**config.mk**
```make
export PLATFORM = sky130hd
export DESIGN_NAME = pcm_clock_gen
export DESIGN_NICKNAME = d
export VERILOG_FILES = /design/src/logic/pcm_pkg.sv /design/src/logic/pcm_clock_gen.sv /design/src/logic/pcm_slow_timer.sv
export SDC_FILE = /design/constraint.sdc
export NUM_CORES = 1
export LEC_CHECK = 0
export BUFFER_PORTS_ARGS = -buffer_cell sky130_fd_sc_hd__clkbuf_2
export CAP_MARGIN = 20
export CORE_AREA = 2 2 143 145
export CTS_BUF_LIST = sky130_fd_sc_hd__clkbuf_4 sky130_fd_sc_hd__clkbuf_8 sky130_fd_sc_hd__clkbuf_16
export DETAILED_ROUTE_END_ITERATION = 16
export DIE_AREA = 0 0 145 147
export PLACE_DENSITY = 0.73
export SLEW_MARGIN = 20
export SYNTH_ARGS = -nofsm -noshare
export SYNTH_HDL_FRONTEND = slang
export SYNTH_SLANG_ARGS = --single-unit
export TNS_END_PERCENT = 50
```
**constraint.sdc**
```tcl
create_clock -name clk -period 2.25 [get_ports clk]
set_input_delay 0.5625 -clock clk [delete_from_list [all_inputs] [get_ports clk]]
set_output_delay 0.5625 -clock clk [all_outputs]
set_load 0.05 [all_outputs]
```
**src/logic/pcm_pkg.sv**
```systemverilog
// package for the power clock manager clock generator
// assumes one 125 MHz system clock and an AXI4-Lite register bus
package pcm_pkg;
  // register byte offsets
  localparam logic [7:0] MAIN_OSC_CONFIG_OFS   = 8'h00;
  localparam logic [7:0] PLL_CONFIG_OFS        = 8'h04;
  localparam logic [7:0] MASTER_CLOCK_CFG_OFS  = 8'h08;
  localparam logic [7:0] STATUS_OFS            = 8'h0c;
  localparam logic [7:0] IRQ_MASK_OFS          = 8'h10;
  localparam logic [7:0] PERIPH_CLK_ENABLE_OFS = 8'h14;
  localparam logic [7:0] PERIPH_CLK_STATUS_OFS = 8'h18;
  // field positions
  localparam int OSC_ENABLE_BIT   = 0;
  localparam int OSC_COUNT_LSB    = 8;
  localparam int PLL_DIV_LSB      = 0;
  localparam int PLL_COUNT_LSB    = 8;
  localparam int PLL_MUL_LSB      = 16;
  localparam int MCK_SRC_LSB      = 0;
  localparam int MCK_MASTER_CLOCK_PRESCALER_LSB     = 2;
  localparam int STAT_OSC_BIT     = 0;
  localparam int STAT_LOCK_BIT    = 1;
  localparam int STAT_MASTER_CLOCK_READY_FLAG_BIT  = 2;
  // reset values
  localparam logic [31:0] PERIPH_CLK_RESET = 32'h0000_0002;
  localparam logic [2:0]  STATUS_RESET     = 3'h4;
  // slow clock: 32 kHz derived from the 125 MHz system clock
  localparam int SLOW_CLK_KHZ  = 32;
  localparam int SYS_CLK_MHZ   = 125;
  localparam int SLOW_DIV      = (SYS_CLK_MHZ * 1000) / SLOW_CLK_KHZ;
  localparam int SLOW_PER_UNIT = 8;
  localparam int SWITCH_SLOW   = 2;
  // clock sources
  typedef enum logic [1:0] {
    PCM_SRC_SLOW = 2'b00,
    PCM_SRC_MAIN = 2'b01,
    PCM_SRC_RSVD = 2'b10,
    PCM_SRC_PLL  = 2'b11
  } pcm_src_e;
  // pll settings carried together
  typedef struct packed {
    logic [10:0] mul;
    logic [5:0]  count;
    logic [7:0]  div;
  } pcm_pll_s;
endpackage : pcm_pkg

```
**src/logic/pcm_clock_gen.sv**
```systemverilog
// master clock generator with axi4-lite registers
// assumes single clock domain; clock outputs are enables at clk rate
//
// Overview of operation
// - reset selects slow clock for master clock
// - one write enables oscillator, loads count
// - stable flag sets after startup count
// - pll output equals input div times mul+1
// - pll fields: div low, count 8, mul 16
// - pll write counts startup then sets lock
// - master clock write clears ready, sets it again later
// - peripheral clock enable by id write
//
// Local design decisions: the address map and the AXI4-Lite interface to the registers.
`timescale 1ns/1ps
module pcm_clock_gen (
  input  wire logic        clk,       // system clock 125 MHz
  input  wire logic        nrst,      // async reset, active low
  input  wire logic        ce,        // clock enable, freezes state
  input  wire logic [7:0]  awaddr,    // write address
  input  wire logic        awvalid,   // write address valid
  output logic             awready,   // write address ready
  input  wire logic [31:0] wdata,     // write data
  input  wire logic [3:0]  wstrb,     // write strobes
  input  wire logic        wvalid,    // write data valid
  output logic             wready,    // write data ready
  output logic [1:0]       bresp,     // write response
  output logic             bvalid,    // write response valid
  input  wire logic        bready,    // write response ready
  input  wire logic [7:0]  araddr,    // read address
  input  wire logic        arvalid,   // read address valid
  output logic             arready,   // read address ready
  output logic [31:0]      rdata,     // read data
  output logic [1:0]       rresp,     // read response
  output logic             rvalid,    // read data valid
  input  wire logic        rready,    // read data ready
  output logic [1:0]       mck_src,   // master clock source in effect
  output logic [2:0]       mck_master_clock_prescaler,  // prescaler in effect
  output logic [31:0]      periph_clk_en, // peripheral clock enables
  output logic             irq        // interrupt, level, active high
);
  // register state
  logic [31:0]             main_osc_config;
  pcm_pkg::pcm_pll_s       pll_config;
  logic [31:0]             master_clock_config;
  logic [2:0]              status;
  logic [2:0]              irq_stat;
  logic [2:0]              irq_mask;
  logic [1:0]              pend_src;
  logic [2:0]              pend_master_clock_prescaler;
  logic [15:0]             slow_cnt;
  logic                    slow_tick;
  logic [7:0]              aw_addr_q;
  logic [31:0]             w_data_q;
  logic [3:0]              w_strb_q;
  logic                    aw_held;
  logic                    w_held;

  // write channel capture, either order
  wire aw_take   = awvalid && awready;
  wire w_take    = wvalid && wready;
  wire [7:0]  wa = aw_held ? aw_addr_q : awaddr;
  wire [31:0] wd = w_held ? w_data_q : wdata;
  wire [3:0]  ws = w_held ? w_strb_q : wstrb;
  wire have_aw   = aw_held || aw_take;
  wire have_w    = w_held || w_take;
  wire wr_go     = ce && have_aw && have_w && !bvalid;
  wire full_word = (ws == 4'hf);
  wire wr_osc    = wr_go && full_word && wa == pcm_pkg::MAIN_OSC_CONFIG_OFS;
  wire wr_pll    = wr_go && full_word && wa == pcm_pkg::PLL_CONFIG_OFS;
  wire wr_mck    = wr_go && full_word &&
                   wa == pcm_pkg::MASTER_CLOCK_CFG_OFS;
  wire wr_stat   = wr_go && full_word && wa == pcm_pkg::STATUS_OFS;
  wire wr_mask   = wr_go && full_word && wa == pcm_pkg::IRQ_MASK_OFS;
  wire wr_peripheral_clock_enable_reg   = wr_go && full_word &&
                   wa == pcm_pkg::PERIPH_CLK_ENABLE_OFS;
  wire wr_known  = wa == pcm_pkg::MAIN_OSC_CONFIG_OFS ||
                   wa == pcm_pkg::PLL_CONFIG_OFS ||
                   wa == pcm_pkg::MASTER_CLOCK_CFG_OFS ||
                   wa == pcm_pkg::STATUS_OFS ||
                   wa == pcm_pkg::IRQ_MASK_OFS ||
                   wa == pcm_pkg::PERIPH_CLK_ENABLE_OFS;

  // slow clock tick from a divider of the system clock
  wire slow_wrap = slow_cnt == 16'(pcm_pkg::SLOW_DIV - 1);
  always_ff @(posedge clk or negedge nrst) begin
    if (!nrst) begin
      slow_cnt  <= 16'h0000;
      slow_tick <= 1'b0;
    end else if (ce) begin
      slow_cnt  <= slow_wrap ? 16'h0000 : slow_cnt + 16'h0001;
      slow_tick <= slow_wrap;
    end
  end

  // oscillator startup: eight slow ticks per count unit
  wire [7:0]  osc_count_f = wd[pcm_pkg::OSC_COUNT_LSB +: 8];
  wire        osc_en_f    = wd[pcm_pkg::OSC_ENABLE_BIT];
  wire [13:0] osc_load    = {3'h0, osc_count_f, 3'h0} + 14'h0001;
  wire        osc_done;
  pcm_slow_timer u_osc_timer (
    .clk   (clk),
    .nrst  (nrst),
    .ce    (ce),
    .tick  (slow_tick),
    .start (wr_osc && osc_en_f),
    .stop  (wr_osc && !osc_en_f),
    .load  (osc_load),
    .done  (osc_done)
  );

  // pll lock counter in slow ticks, count starts at bit 8
  wire [5:0]  pll_count_f = wd[pcm_pkg::PLL_COUNT_LSB +: 6];
  wire [13:0] pll_load    = {8'h00, pll_count_f} + 14'h0001;
  logic [13:0] pll_cnt;
  logic        pll_run;
  wire pll_done = pll_run && slow_tick && pll_cnt <= 14'h0001;
  always_ff @(posedge clk or negedge nrst) begin
    if (!nrst) begin
      pll_cnt <= 14'h0000;
      pll_run <= 1'b0;
    end else if (ce) begin
      if (wr_pll) begin
        pll_cnt <= pll_load;
        pll_run <= 1'b1;
      end else if (pll_done) begin
        pll_run <= 1'b0;
      end else if (pll_run && slow_tick) begin
        pll_cnt <= pll_cnt - 14'h0001;
      end
    end
  end

  // master clock switch: takes effect after a short slow-clock wait
  logic [1:0] sw_cnt;
  logic       sw_run;
  wire sw_done = sw_run && slow_tick &&
                 sw_cnt == 2'(pcm_pkg::SWITCH_SLOW - 1);
  always_ff @(posedge clk or negedge nrst) begin
    if (!nrst) begin
      sw_cnt <= 2'h0;
      sw_run <= 1'b0;
    end else if (ce) begin
      if (wr_mck) begin
        sw_cnt <= 2'h0;
        sw_run <= 1'b1;
      end else if (sw_done) begin
        sw_run <= 1'b0;
      end else if (sw_run && slow_tick) begin
        sw_cnt <= sw_cnt + 2'h1;
      end
    end
  end

  // configuration registers and the clock selection in effect
  always_ff @(posedge clk or negedge nrst) begin
    if (!nrst) begin
      main_osc_config     <= 32'h0000_0000;
      pll_config          <= '0;
      master_clock_config <= 32'h0000_0000;
      pend_src            <= 2'h0;
      pend_master_clock_prescaler           <= 3'h0;
      mck_src             <= pcm_pkg::PCM_SRC_SLOW;
      mck_master_clock_prescaler            <= 3'h0;
      irq_mask            <= 3'h0;
      periph_clk_en       <= pcm_pkg::PERIPH_CLK_RESET;
    end else if (ce) begin
      if (wr_osc)
        main_osc_config <= wd & 32'h0000_ff01;
      if (wr_pll) begin
        pll_config.div   <= wd[pcm_pkg::PLL_DIV_LSB +: 8];
        pll_config.count <= pll_count_f;
        pll_config.mul   <= wd[pcm_pkg::PLL_MUL_LSB +: 11];
      end
      if (wr_mck) begin
        master_clock_config <= wd & 32'h0000_001f;
        pend_src  <= wd[pcm_pkg::MCK_SRC_LSB +: 2];
        pend_master_clock_prescaler <= wd[pcm_pkg::MCK_MASTER_CLOCK_PRESCALER_LSB +: 3];
      end
      if (sw_done) begin
        mck_src  <= pend_src;
        mck_master_clock_prescaler <= pend_master_clock_prescaler;
      end
      if (wr_mask)
        irq_mask <= wd[2:0];
      if (wr_peripheral_clock_enable_reg)
        periph_clk_en <= periph_clk_en | wd;
    end
  end

  // status flags: oscillator stable, pll locked, master ready
  wire osc_off = wr_osc && !osc_en_f;
  always_ff @(posedge clk or negedge nrst) begin
    if (!nrst) begin
      status <= pcm_pkg::STATUS_RESET;
    end else if (ce) begin
      if (osc_done)
        status[pcm_pkg::STAT_OSC_BIT] <= 1'b1;
      else if (wr_osc)
        status[pcm_pkg::STAT_OSC_BIT] <= 1'b0;
      if (pll_done)
        status[pcm_pkg::STAT_LOCK_BIT] <= 1'b1;
      else if (wr_pll || osc_off)
        status[pcm_pkg::STAT_LOCK_BIT] <= 1'b0;
      if (wr_mck)
        status[pcm_pkg::STAT_MASTER_CLOCK_READY_FLAG_BIT] <= 1'b0;
      else if (sw_done)
        status[pcm_pkg::STAT_MASTER_CLOCK_READY_FLAG_BIT] <= 1'b1;
    end
  end

  // sticky interrupt bits, set wins over write-one-to-clear
  wire [2:0] irq_set = {sw_done, pll_done, osc_done};
  wire [2:0] irq_clr = wr_stat ? wd[2:0] : 3'h0;
  always_ff @(posedge clk or negedge nrst) begin
    if (!nrst) begin
      irq_stat <= 3'h0;
      irq      <= 1'b0;
    end else if (ce) begin
      irq_stat <= (irq_stat & ~irq_clr) | irq_set;
      irq      <= |(((irq_stat & ~irq_clr) | irq_set) & irq_mask);
    end
  end

  // axi write channel handshake and response
  always_ff @(posedge clk or negedge nrst) begin
    if (!nrst) begin
      awready   <= 1'b1;
      wready    <= 1'b1;
      aw_held   <= 1'b0;
      w_held    <= 1'b0;
      aw_addr_q <= 8'h00;
      w_data_q  <= 32'h0000_0000;
      w_strb_q  <= 4'h0;
      bvalid    <= 1'b0;
      bresp     <= 2'h0;
    end else if (ce) begin
      if (wr_go) begin
        aw_held <= 1'b0;
        w_held  <= 1'b0;
        awready <= 1'b0;
        wready  <= 1'b0;
        bvalid  <= 1'b1;
        bresp   <= (wr_known && full_word) ? 2'h0 : 2'h2;
      end else begin
        if (aw_take) begin
          aw_held   <= 1'b1;
          aw_addr_q <= awaddr;
          awready   <= 1'b0;
        end
        if (w_take) begin
          w_held   <= 1'b1;
          w_data_q <= wdata;
          w_strb_q <= wstrb;
          wready   <= 1'b0;
        end
      end
      if (bvalid && bready) begin
        bvalid  <= 1'b0;
        awready <= 1'b1;
        wready  <= 1'b1;
      end
    end
  end

  // read decode
  logic [31:0] rd_val;
  logic        rd_ok;
  always_comb begin
    rd_ok = 1'b1;
    unique case (araddr)
      pcm_pkg::MAIN_OSC_CONFIG_OFS:   rd_val = main_osc_config;
      pcm_pkg::PLL_CONFIG_OFS:        rd_val = {5'h00, pll_config.mul,
                                                2'h0, pll_config.count,
                                                pll_config.div};
      pcm_pkg::MASTER_CLOCK_CFG_OFS:  rd_val = master_clock_config;
      pcm_pkg::STATUS_OFS:            rd_val = {26'h0, irq_stat, status};
      pcm_pkg::IRQ_MASK_OFS:          rd_val = {29'h0, irq_mask};
      pcm_pkg::PERIPH_CLK_STATUS_OFS: rd_val = periph_clk_en;
      default: begin
        rd_val = 32'h0000_0000;
        rd_ok  = 1'b0;
      end
    endcase
  end

  // axi read channel, one cycle answer
  always_ff @(posedge clk or negedge nrst) begin
    if (!nrst) begin
      arready <= 1'b1;
      rvalid  <= 1'b0;
      rdata   <= 32'h0000_0000;
      rresp   <= 2'h0;
    end else if (ce) begin
      if (arvalid && arready) begin
        arready <= 1'b0;
        rvalid  <= 1'b1;
        rdata   <= rd_val;
        rresp   <= rd_ok ? 2'h0 : 2'h2;
      end else if (rvalid && rready) begin
        rvalid  <= 1'b0;
        arready <= 1'b1;
      end
    end
  end

  // checks on the clock control behaviour
  reset_source_a: assert property (@(posedge clk)
    $rose(nrst) |-> mck_src == 2'h0)
    else $error("master clock not on slow clock after reset");
  osc_stable_a: assert property (
    @(posedge clk) disable iff (!nrst)
    ce && osc_done |=> status[0])
    else $error("oscillator stable flag not set");
  osc_start_a: assert property (
    @(posedge clk) disable iff (!nrst)
    wr_osc && osc_en_f && ce |=> !status[0] ##1 !status[0])
    else $error("stable flag set too early");
  osc_load_a: assert property (
    @(posedge clk) disable iff (!nrst)
    ce && wr_osc |=> main_osc_config[15:8] == $past(osc_count_f))
    else $error("oscillator count not loaded from bit 8");
  pll_lock_a: assert property (
    @(posedge clk) disable iff (!nrst)
    ce && wr_pll |=> !status[1])
    else $error("pll lock not cleared on config write");
  pll_lock_set_a: assert property (
    @(posedge clk) disable iff (!nrst)
    ce && pll_done |=> status[1])
    else $error("pll lock flag not set after count");
  pll_fields_a: assert property (
    @(posedge clk) disable iff (!nrst)
    ce && wr_pll |=> pll_config.mul == $past(wd[26:16]))
    else $error("pll multiply field misplaced");
  mck_clear_a: assert property (
    @(posedge clk) disable iff (!nrst)
    ce && wr_mck |=> !status[2])
    else $error("master ready not cleared by write");
  mck_apply_a: assert property (
    @(posedge clk) disable iff (!nrst)
    ce && sw_done |=> status[2] && mck_src == $past(pend_src))
    else $error("master clock switch not applied");
  periph_sys_a: assert property (
    @(posedge clk) disable iff (!nrst)
    periph_clk_en[1])
    else $error("system controller clock dropped");
  periph_on_a: assert property (
    @(posedge clk) disable iff (!nrst)
    ce && wr_peripheral_clock_enable_reg |=> (periph_clk_en & $past(wd)) == $past(wd))
    else $error("peripheral clock not switched on");
endmodule : pcm_clock_gen

```
**src/logic/pcm_slow_timer.sv**
```systemverilog
// startup counter timed in slow clock ticks
// assumes tick is a one-cycle pulse at the slow clock rate
`timescale 1ns/1ps
module pcm_slow_timer (
  input  wire logic        clk,    // system clock
  input  wire logic        nrst,   // async reset, active low
  input  wire logic        ce,     // clock enable
  input  wire logic        tick,   // slow clock tick
  input  wire logic        start,  // load and run
  input  wire logic        stop,   // abandon the count
  input  wire logic [13:0] load,   // ticks to wait
  output logic             done    // pulse when count elapses
);
  logic [13:0] cnt;
  logic        run;
  wire         last = run && tick && (cnt <= 14'h0001);
  // count down in slow ticks, done pulses on expiry
  always_ff @(posedge clk or negedge nrst) begin
    if (!nrst) begin
      cnt  <= 14'h0000;
      run  <= 1'b0;
      done <= 1'b0;
    end else if (ce) begin
      done <= 1'b0;
      if (start) begin
        cnt <= load;
        run <= 1'b1;
      end else if (stop) begin
        run <= 1'b0;
      end else if (last) begin
        run  <= 1'b0;
        done <= 1'b1;
      end else if (run && tick) begin
        cnt <= cnt - 14'h0001;
      end
    end
  end
endmodule : pcm_slow_timer

```
### Word-level counts from Yosys, hierarchy flattened

Cells that the tools add are included.

* add/subtract/negate cells: 6
* order comparisons: 2
* equality and inequality tests: 17
* muxes and demuxes: 51
* bitwise logic cells: 6
* reductions and logical operators: 76

Operator list (number)
* $pmux 32 s6: 1
* $mux 14: 7
* $reduce_and 2->1: 19
* $mux 1: 33
* $eq 8x4->1 const B: 4
* $eq 8x5->1 const B: 4
* $mux 32: 1
* $or 32x32->32: 1
* $le 14x1->1 const B: 2
* $sub 14x1->14 const B: 2
* $logic_and 1x1->1: 24
* $reduce_bool 2->1: 11
* $add 16x1->16 const B: 1
* $eq 16x12->1 const B: 1
* $eq 8x3->1 const B: 2
* $logic_not 8->1: 2
* $mux 16: 1
* $add 11x1->12 const B: 1
* $reduce_and 3->1: 4
* $mux 2: 5
* $reduce_bool 3->1: 3
* $logic_or 1x1->1: 8
* $mux 8: 1
* $add 6x1->7 const B: 1
* other kinds (15): 19

* flip-flop bits (word level): 229
* input bits: 60
* output and inout bits: 79
* word-level logic and storage cells: 196

### Logic depth before layout (Yosys ltp)

Gate-level depths: netlist of the first run.

* word-level depth: 13
* gate-level depth with buffers: 9
* gate-level depth less buffers: 8

### Cells and area by module

From an unflattened synthesis of the first run, not the netlist that was laid out.

* cells, all modules: 965
* area total of the unflattened synthesis: 10625.2 um^2

By module, submodules not included
* pcm_clock_gen: instances 1, cells an instance 839, area an instance 9476.6 um^2, seq. area each 5161.2 um^2
* pcm_slow_timer: instances 1, cells an instance 126, area an instance 1148.6 um^2, seq. area each 400.4 um^2

### Worst setup path after synthesis of the first run

OpenSTA, ideal clock, no wires.

* kind: flip-flop to flip-flop
* start point: register wready
* end point: register u_osc_timer.cnt[7]
* library setup time: 81 ps
* data arrival time: 2352 ps
* setup slack: -182 ps
* stages on the path, launching flop included: 9
* cells stage by stage: dfstp_2 > nand4_1 > or3_4 > a2111oi_4 > and2b_1 > and2_1 > buf_4 > buf_8 > mux2i_1

* longest elaborated chain between the ends: 9
* elaborated cells on any way between the ends: 13
* classes of those cells: 2 x eq/ne; 1 x mux; 10 x reduce/logical

RTL lines
* from (decl): line pcm_clock_gen.sv:26 `output logic wready,`
* from (signal assigned): line pcm_clock_gen.sv:229 `wready <= 1'b1;`
* from (signal assigned): line pcm_clock_gen.sv:242 `wready <= 1'b0;`
* from (signal assigned): line pcm_clock_gen.sv:255 `wready <= 1'b0;`
* $logic_and 1x1->1 (*): line pcm_clock_gen.sv:61 `wire w_take = wvalid && wready;`
* $logic_or 1x1->1 (*): line pcm_clock_gen.sv:66 `wire have_w = w_held || w_take;`
* $logic_and 1x1->1 (*) (2 in series): line pcm_clock_gen.sv:67 `wire wr_go = ce && have_aw && have_w && !bvalid;`
* $logic_and 1x1->1 (*) (2 in series): line pcm_clock_gen.sv:69 `wire wr_osc = wr_go && full_word && wa == pcm_pkg::MAIN_OSC_CONFIG_OFS;`
* $logic_and 1x1->1, on equally long branches: line pcm_clock_gen.sv:106, pcm_clock_gen.sv:107
* $ne 2x1->1 (no line) or $reduce_bool 2->1 (tied branches)
* $reduce_and 4->1 (no line)
* to (signal assigned): line pcm_slow_timer.sv:26 `cnt <= load;`
* to (signal assigned): line pcm_slow_timer.sv:34 `cnt <= cnt - 14'h0001;`
* to (decl): line pcm_slow_timer.sv:14 `logic [13:0] cnt;`

Mark *: on every way between the ends. The rest lies on a longest branch, timed or not.
A chain may end at the register's enable or synchronous reset.

### Worst setup path in the final report of the first run

* start point: register wready
* end point: register u_osc_timer.cnt[6]

Same word-level chain as after synthesis.

==> results.yml, run 1 <==
sta:
  final-hold-violation-count: 0
  fin_skew_ns: 0.0139
  slew-limit-headroom_pct: 65.8
  fin_ws_ns: -0.0530
  setup_viol: 13
  fin_crit_ns: 2.30
  slew_violations: 0
  tightestPinTransition_ns: 0.499
  setup_tns_ns: -0.246
  rsz0062_at_grt: "true"
  post-route-period-util_pct: 102
  fmax_mhz: 434
worst_setup_path:
  crit_path_start_kind: "register"
  cp_max_fo: 8
  worst_path_largest_cell_delay_ns: 0.61
  cp.arrival_ns: 2.70
  reg2regPathDepth: 7
  reg2reg_slack_ns: -0.05
  required_ns: 2.65
  worst_setup_path_end_kind: "register"
  path_cells: "nand4_1 > or3_4 > a2111o_2 > buf_6 > nand3_2 > xor2_1 > mux2i_1"
  crit_path_top_delay_cell: "dfstp_4"
  criticalPathCategory: "register to register"
cts:
  insertion_delay_ns: 0.52
  numCtsBuffers: 24
  htreeDepth: 1
  cts.sinks: 222
  cts_tree: "built"
  clk_path_buf_depth: 3
  clk_pin_slew_worst_paths_ns: 0.07
  cts-root-buf: "clkbuf_16"
synthesis:
  synth_cell_types: 79
  yosys.area.top_type_share_pct: 53.4
  avgSynthCellArea_um2: 11.0
  synth_area_leaders: "dfrtp_1 53%, mux2_2 6.1%, mux2i_1 5.1%, nand2_1 4.1%, o21ai_0 3.2%"
  synth-main-ff-cell: "dfrtp_1"
  synth-seq-area-share_pct: 54.7
  yosys.area.top_type: "dfrtp_1"
  syn-cell-area_mm2: 0.0102
  ys_ff_latch: 222
  synthArstFlopShare_pct: 100
  yosysWarnings: 0
  synth_edf_count: 0
  syn_inst: 923
placed_design:
  hpwl_um: 16900
  port_buffers: 136
  place_congestion: 0.833
  post_dp_cell_area_mm2: 0.0118
  placed_cells: 1370
routing:
  drt_iter0_drc: 605
  wl_per_cell_um: 17.6
  vias_per_cell: 5.61
  vias: 8012
  ant_nets: 0
  wirelength_um: 25100
  route.detailed.drc: 0
  dr.pass1.iters: 5
floorplanning:
  core-area_mm2: 0.0198
  rows: 52
  die_h_um: 147
  start_util_pct: 51.2
  boundaryPins: 139
  die_area_mm2: 0.0213
  die_width_um: 145
power:
  leakagePower_uw: 0.00613
  power_frac_seq_pct: 43.5
  p_int_uw: 8070
  p_clk_share_pct: 36.3
  switching_power_uw: 3140
  p_per_area_mw_per_mm2: 863
  pwr-share-comb_pct: 20.3
  peakVddDrop_v: 0.000742
  sw_frac_of_total_pct: 28.0
job:
  drv_cap: 0
hold_path:
  hold_class: "input port to register"
  hold_path_depth: 2
global_routing:
  overflow: 0
  grt_pass1_vias: 7764
  grt.total_usage_pct: 23.4
  grt_max_degree: 62
  antenna_found_initial: 0
  grt_pass1_wl_um: 40800
cells_and_area:
  finalInstanceArea_mm2: 0.0130
  final_common_cell: "dfrtp_1"
  finalNetCount: 1207
  diodes: 0
  most-common-layout-cells: "216 x dfrtp_1, 135 x clkbuf_2, 103 x nand2_1, 71 x buf_4, 55 x nor2_1"
  syn_to_final_growth_pct: 27.9
  drive_above_1_share_pct: 34.2
  stdcell_count: 1427
status:
  violations: "negative setup slack"
  outcome: "finished, violations left"
-- critical path: cells and delay by family, from the launching register on --
kind | cells | cell delay [ns]
AOI/OAI and AO/OA | 1 | 0.61
DFF | 1 | 0.61
buffers and inverters | 1 | 0.19
muxes | 1 | 0.10
xor gates and xnor gates | 1 | 0.16
and+or+nand+nor | 3 | 0.52
-- sequential cells by signal (all words and copies together) (netlist names), 4 cells and up --
signal and count:
aw_addr_q 8, pll_cnt 14, w_strb_q 4, u_osc_timer.cnt 14
w_data_q 32, rdata 32, pll_config 25, main_osc_config 9
slow_cnt 16, periph_clk_en 32
-- metrics by stage --
| step | setup WS, ns | util [%] | hold WS, ns | total power, uW |
|---|---|---|---|---|
| floorplan | -0.146 | - | 0.267 | 6290 |
| global placement | -0.180 | 59.7 | 0.451 | 7060 |
| detailed placement | -0.189 | 59.7 | 0.456 | 7130 |
| CTS | -0.0736 | 64.2 | 0.279 | 11200 |
| global route | -0.105 | 65.5 | 0.289 | 11700 |
| finish | -0.0530 | 65.5 | 0.293 | 11200 |
-- synth_stat cells (3+ instances only) --
cell type and number:
dfrtp_1 217, nand2_1 112, o21ai_0 65, nor2_1 57
mux2_2 55, mux2i_1 52, o21bai_1 33, clkbuf_1 29
nand3_1 28, a21oi_1 24, xor2_1 22, inv_1 20
a22oi_1 18, xnor2_1 13, nor3_1 11, buf_2 9
nor4_1 9, and3_1 8, ha_1 8, nand4_1 8
o21ai_1 8, a222oi_1 6, o22ai_1 6, a21o_1 5
a31oi_1 5, and2_1 5, dfstp_2 5, buf_4 4
and4_1 3, buf_1 3, nand2b_1 3, nor4b_1 3
o211ai_1 3, o22a_1 3, or3_1 3, or4_4 3
-- final timing paths --
path / end / start
worst max-delay path: u_osc_timer.cnt[6] / wready
worst min-delay path: w_data_q[20] / wdata[20]
worst max register to register: u_osc_timer.cnt[6] / wready
worst min register to register: rdata[30] / rdata[30]
max in group asynchronous: status[2] / nrst
min in group asynchronous: slow_cnt[6] / nrst
-- logic make-up (layout without fill, tap and decap cells) --
logic type	after synthesis	in the layout	share of synthesized area (%)
compound gates	207	207	13.7
simple gates	276	276	13.5
other cells	1	2	0.0369
flops	222	222	54.7
fa+ha+maj	8	8	0.985
xor+xnor	35	35	3.02
mux	107	107	11.2
buf+inv	67	300	2.84
-- cell type report --
type                            count  area, um^2
Multi-Input combinational cell    635        4500
Fill cell                        1522        6850
Inverter                           21        78.8
Sequential cell                   222        5570
Timing Repair Buffer              235        1690
Clock inverter                      9         105
Tap cell                          270         338
Clock buffer                       35         719
-- power groups by stage --
stage	Sequential [uW]	Combinational, uW	Clock, uW
2_1_floorplan	4950	1330	0
3_3_place_gp	4890	2170	0
3_5_place_dp	4920	2210	0
4_1_cts	4870	2230	4140
5_1_grt	4940	2470	4310
6_report	4870	2270	4070
-- metal layers --
layer	wire [um]	track usage, %
met5	0	0
met1	11300	33.8
met4	595	6.39
met3	1380	3.79
met2	11900	37.3
-- what timing repair did --
action / CTS / global route
pin swaps: 5 / 13
resized for setup: 6 / 67
setup endpoints to repair: 20 / 79
hold buffers: 1 / 0
setup buffers: 5 / 5
gates cloned: 0 / 2
hold endpoints to repair: 42 / 0
Power figures use the tool's default switching activity.
==> run 2, diff against run 1 <==
--- a/config.mk
+++ b/config.mk
@@ -5,14 +5,14 @@
 export SDC_FILE = /design/constraint.sdc
 export NUM_CORES = 1
 export LEC_CHECK = 0
+export ABC_AREA = 1
 export BUFFER_PORTS_ARGS = -buffer_cell sky130_fd_sc_hd__clkbuf_2
 export CAP_MARGIN = 20
-export CORE_AREA = 2 2 143 145
+export CORE_AREA = 2 2 146 148
 export CTS_BUF_LIST = sky130_fd_sc_hd__clkbuf_4 sky130_fd_sc_hd__clkbuf_8 sky130_fd_sc_hd__clkbuf_16
 export DETAILED_ROUTE_END_ITERATION = 16
-export DIE_AREA = 0 0 145 147
+export DIE_AREA = 0 0 148 150
 export PLACE_DENSITY = 0.73
-export SLEW_MARGIN = 20
 export SYNTH_ARGS = -nofsm -noshare
 export SYNTH_HDL_FRONTEND = slang
 export SYNTH_SLANG_ARGS = --single-unit
==> run 2 against run 1 <==
Worst hold slack gained 0.0068 ns. Cell area down 3.6%. Via count up 12%. Largest cell class unchanged. First-iteration DRC count shrank 3.0%. The flow now finishes without violations. Synthesized cell count is 39% higher. Worst setup slack improved by 0.23 ns. Sequential power is 1% higher. Largest power group unchanged. Critical endpoint is now u_osc_timer.cnt[7].
==> results.yml, run 2 <==
synthesis:
  ys_ff_latch: 222
  synth_cell_types: 42
  syn_inst: 1283
  yosysMostFrequentCell: "nand2_1"
  yosysWarnings: 0
  synth_area_leaders: "dfrtp_1 52%, nand2_1 14%, o21ai_0 9.3%, inv_1 5.6%, nor2_1 2.2%"
  yosys.area.top_type: "dfrtp_1"
  yosys.area.top_type_share_pct: 51.6
  synth_edf_count: 0
  synth-main-ff-cell: "dfrtp_1"
  syn-cell-area_mm2: 0.0105
  synthArstFlopShare_pct: 100
  avgSynthCellArea_um2: 8.20
  synth-seq-area-share_pct: 52.9
  synthTopCellsByCount: "392 x nand2_1, 217 x dfrtp_1, 195 x o21ai_0, 157 x inv_1, 63 x nor2_1"
placed_design:
  place_ws_ns: 0.0647
  hpwl_um: 18400
  place_congestion: 0.903
  port_buffers: 136
cells_and_area:
  final_common_cell: "nand2_1"
  drive_above_1_share_pct: 18.0
  finalNetCount: 1504
  diodes: 0
  most-common-layout-cells: "390 x nand2_1, 217 x dfrtp_1, 195 x o21ai_0, 157 x inv_1, 135 x clkbuf_2"
  utilization_pct: 60.5
  syn_to_final_growth_pct: 19.1
  largest_registers: "periph_clk_en: 32 flops, rdata: 32 flops, w_data_q: 32 flops"
cts:
  clk_pin_slew_worst_paths_ns: 0.06
  htreeDepth: 1
  clk_path_buf_depth: 3
  insertion_delay_ns: 0.53
  cts_tree: "built"
  cts-root-buf: "clkbuf_16"
  numCtsBuffers: 24
  cts.sinks: 222
worst_setup_path:
  cp.arrival_ns: 2.48
  cp_max_fo: 15
  criticalPathCategory: "register to register"
  crit_path_start_kind: "register"
  required_ns: 2.66
  worst_setup_path_end_kind: "register"
routing:
  drt_iter0_drc: 587
  vias: 8967
  wl_per_cell_um: 14.9
  top_layer: "met4"
  vias_per_cell: 5.19
  dr.pass1.iters: 5
  wl_met2_um: 11700
  ant_nets: 0
  wirelength_um: 25800
  route.detailed.drc: 0
  route.met3.wl_um: 1590
  wl_met1_um: 11900
sta:
  post-route-period-util_pct: 92.3
  fin_ws_ns: 0.174
  setup_tns_ns: 0
  fin_crit_ns: 2.08
  tightestPinTransition_ns: 0.537
  fin_skew_ns: 0.0171
  rsz0062_at_grt: "false"
  slew-limit-headroom_pct: 63.8
  setup_viol: 0
  fmax_mhz: 482
  final-hold-violation-count: 0
  slew_violations: 0
global_routing:
  grt_pass1_wl_um: 43100
  grt_max_degree: 60
  overflow: 0
  antenna_found_initial: 0
  grt_pass1_vias: 8789
  grt.total_usage_pct: 23.8
power:
  power_uw: 11800
  leakagePower_uw: 0.00670
  peakVddDrop_v: 0.000864
  p_per_area_mw_per_mm2: 945
floorplanning:
  die_width_um: 148
  start_util_pct: 50.8
  die_h_um: 150
  die_area_mm2: 0.0222
  boundaryPins: 139
  rows: 53
  core-area_mm2: 0.0207
hold_path:
  hold_class: "input port to register"
job:
  drv_cap: 0
status:
  outcome: "finished, final reports clean"
run 2: cell count changes in the layout (fill, tap and decap cells not counted), moves of 10 or more:
cell	change
nand2_1	+287
o21ai_1	-19
inv_1	+138
buf_6	-10
a22oi_1	-17
mux2i_1	-52
mux2_2	-45
nand3_1	+20
o21bai_1	-30
o21ai_0	+151
buf_4	-42
run 2: critical path: stages, from the launching register on:
cell	delay (ns)
dfrtp_1	0.46
inv_2	0.18
nand2_1	0.07
nand2_1	0.11
inv_1	0.10
nor3_4	0.25
nand2_4	0.12
nor2_4	0.13
inv_2	0.08
nand2_4	0.17
inv_2	0.15
nand2_1	0.09
nand2_1	0.06
run 2: logic make-up (layout without fill, tap and decap cells):
family,after synthesis,count (layout),synth area share (%)
AO/OA/AOI/OAI,247,247,12.5
XOR/XNOR,28,28,2.33
adder cells (fa/ha/maj),8,8,0.952
buffers and inverters,210,380,7.90
flip-flops,222,222,52.9
multiplexers,8,8,0.857
other,1,2,0.0357
AND/OR/NAND/NOR,559,559,22.5
run 2: final timing paths:
| path | start | end | slack, ns | cells after the start |
|---|---|---|---|---|
| setup / recovery | aw_held | u_osc_timer.cnt[7] | 0.17 | 12 |
| hold / removal | wdata[0] | w_data_q[0] | 0.30 | 2 |
| setup reg to reg | aw_held | u_osc_timer.cnt[7] | 0.17 | 12 |
| hold reg to reg | slow_cnt[15] | slow_cnt[15] | 0.47 | 1 |
| max in group asynchronous | nrst | pll_cnt[6] | 0.95 | 3 |
| min in group asynchronous | nrst | rdata[29] | 0.58 | 2 |
run 2: layout make-up:
class | instances | area (um^2)
clock buffer | 30 | 664
clock inverter | 14 | 135
fill | 1789 | 8160
inverter | 163 | 612
multi-input combinational | 852 | 4150
sequential | 222 | 5560
tap | 275 | 344
timing repair buffer | 173 | 1060
run 2: metrics by stage:
step | hold slack (ns) | cell area (um^2) | std cells
2_1_floorplan | 0.267 | 10500 | 1284
5_1_grt | 0.295 | 12500 | 1729
3_3_place_gp | 0.456 | 11700 | 1684
4_1_cts | 0.283 | 12500 | 1729
3_5_place_dp | 0.465 | 11700 | 1684
6_report | 0.300 | 12500 | 1729
run 2: what timing repair did:
| action | in CTS | in global routing |
|---|---|---|
| setup endpoints to repair | 0 | 21 |
| gates resized for setup | 0 | 4 |
| setup buffers | 0 | 0 |
| hold buffers | 1 | 0 |
| hold endpoints to repair | 10 | 0 |
run 2: where the power goes:
part / switching [uW] / total (uW) / internal [uW]
clock: 1630 / 3960 / 2330
sequential: 342 / 4920 / 4580
combinational: 2000 / 2950 / 948
total: 3970 / 11800 / 7860
run 2: per-layer routing:
layer  vias up  track usage, %
li1       4389               -
met1      4255            33.7
met2       286            38.7
met3        37            3.48
met4         0            6.24
met5         -               0
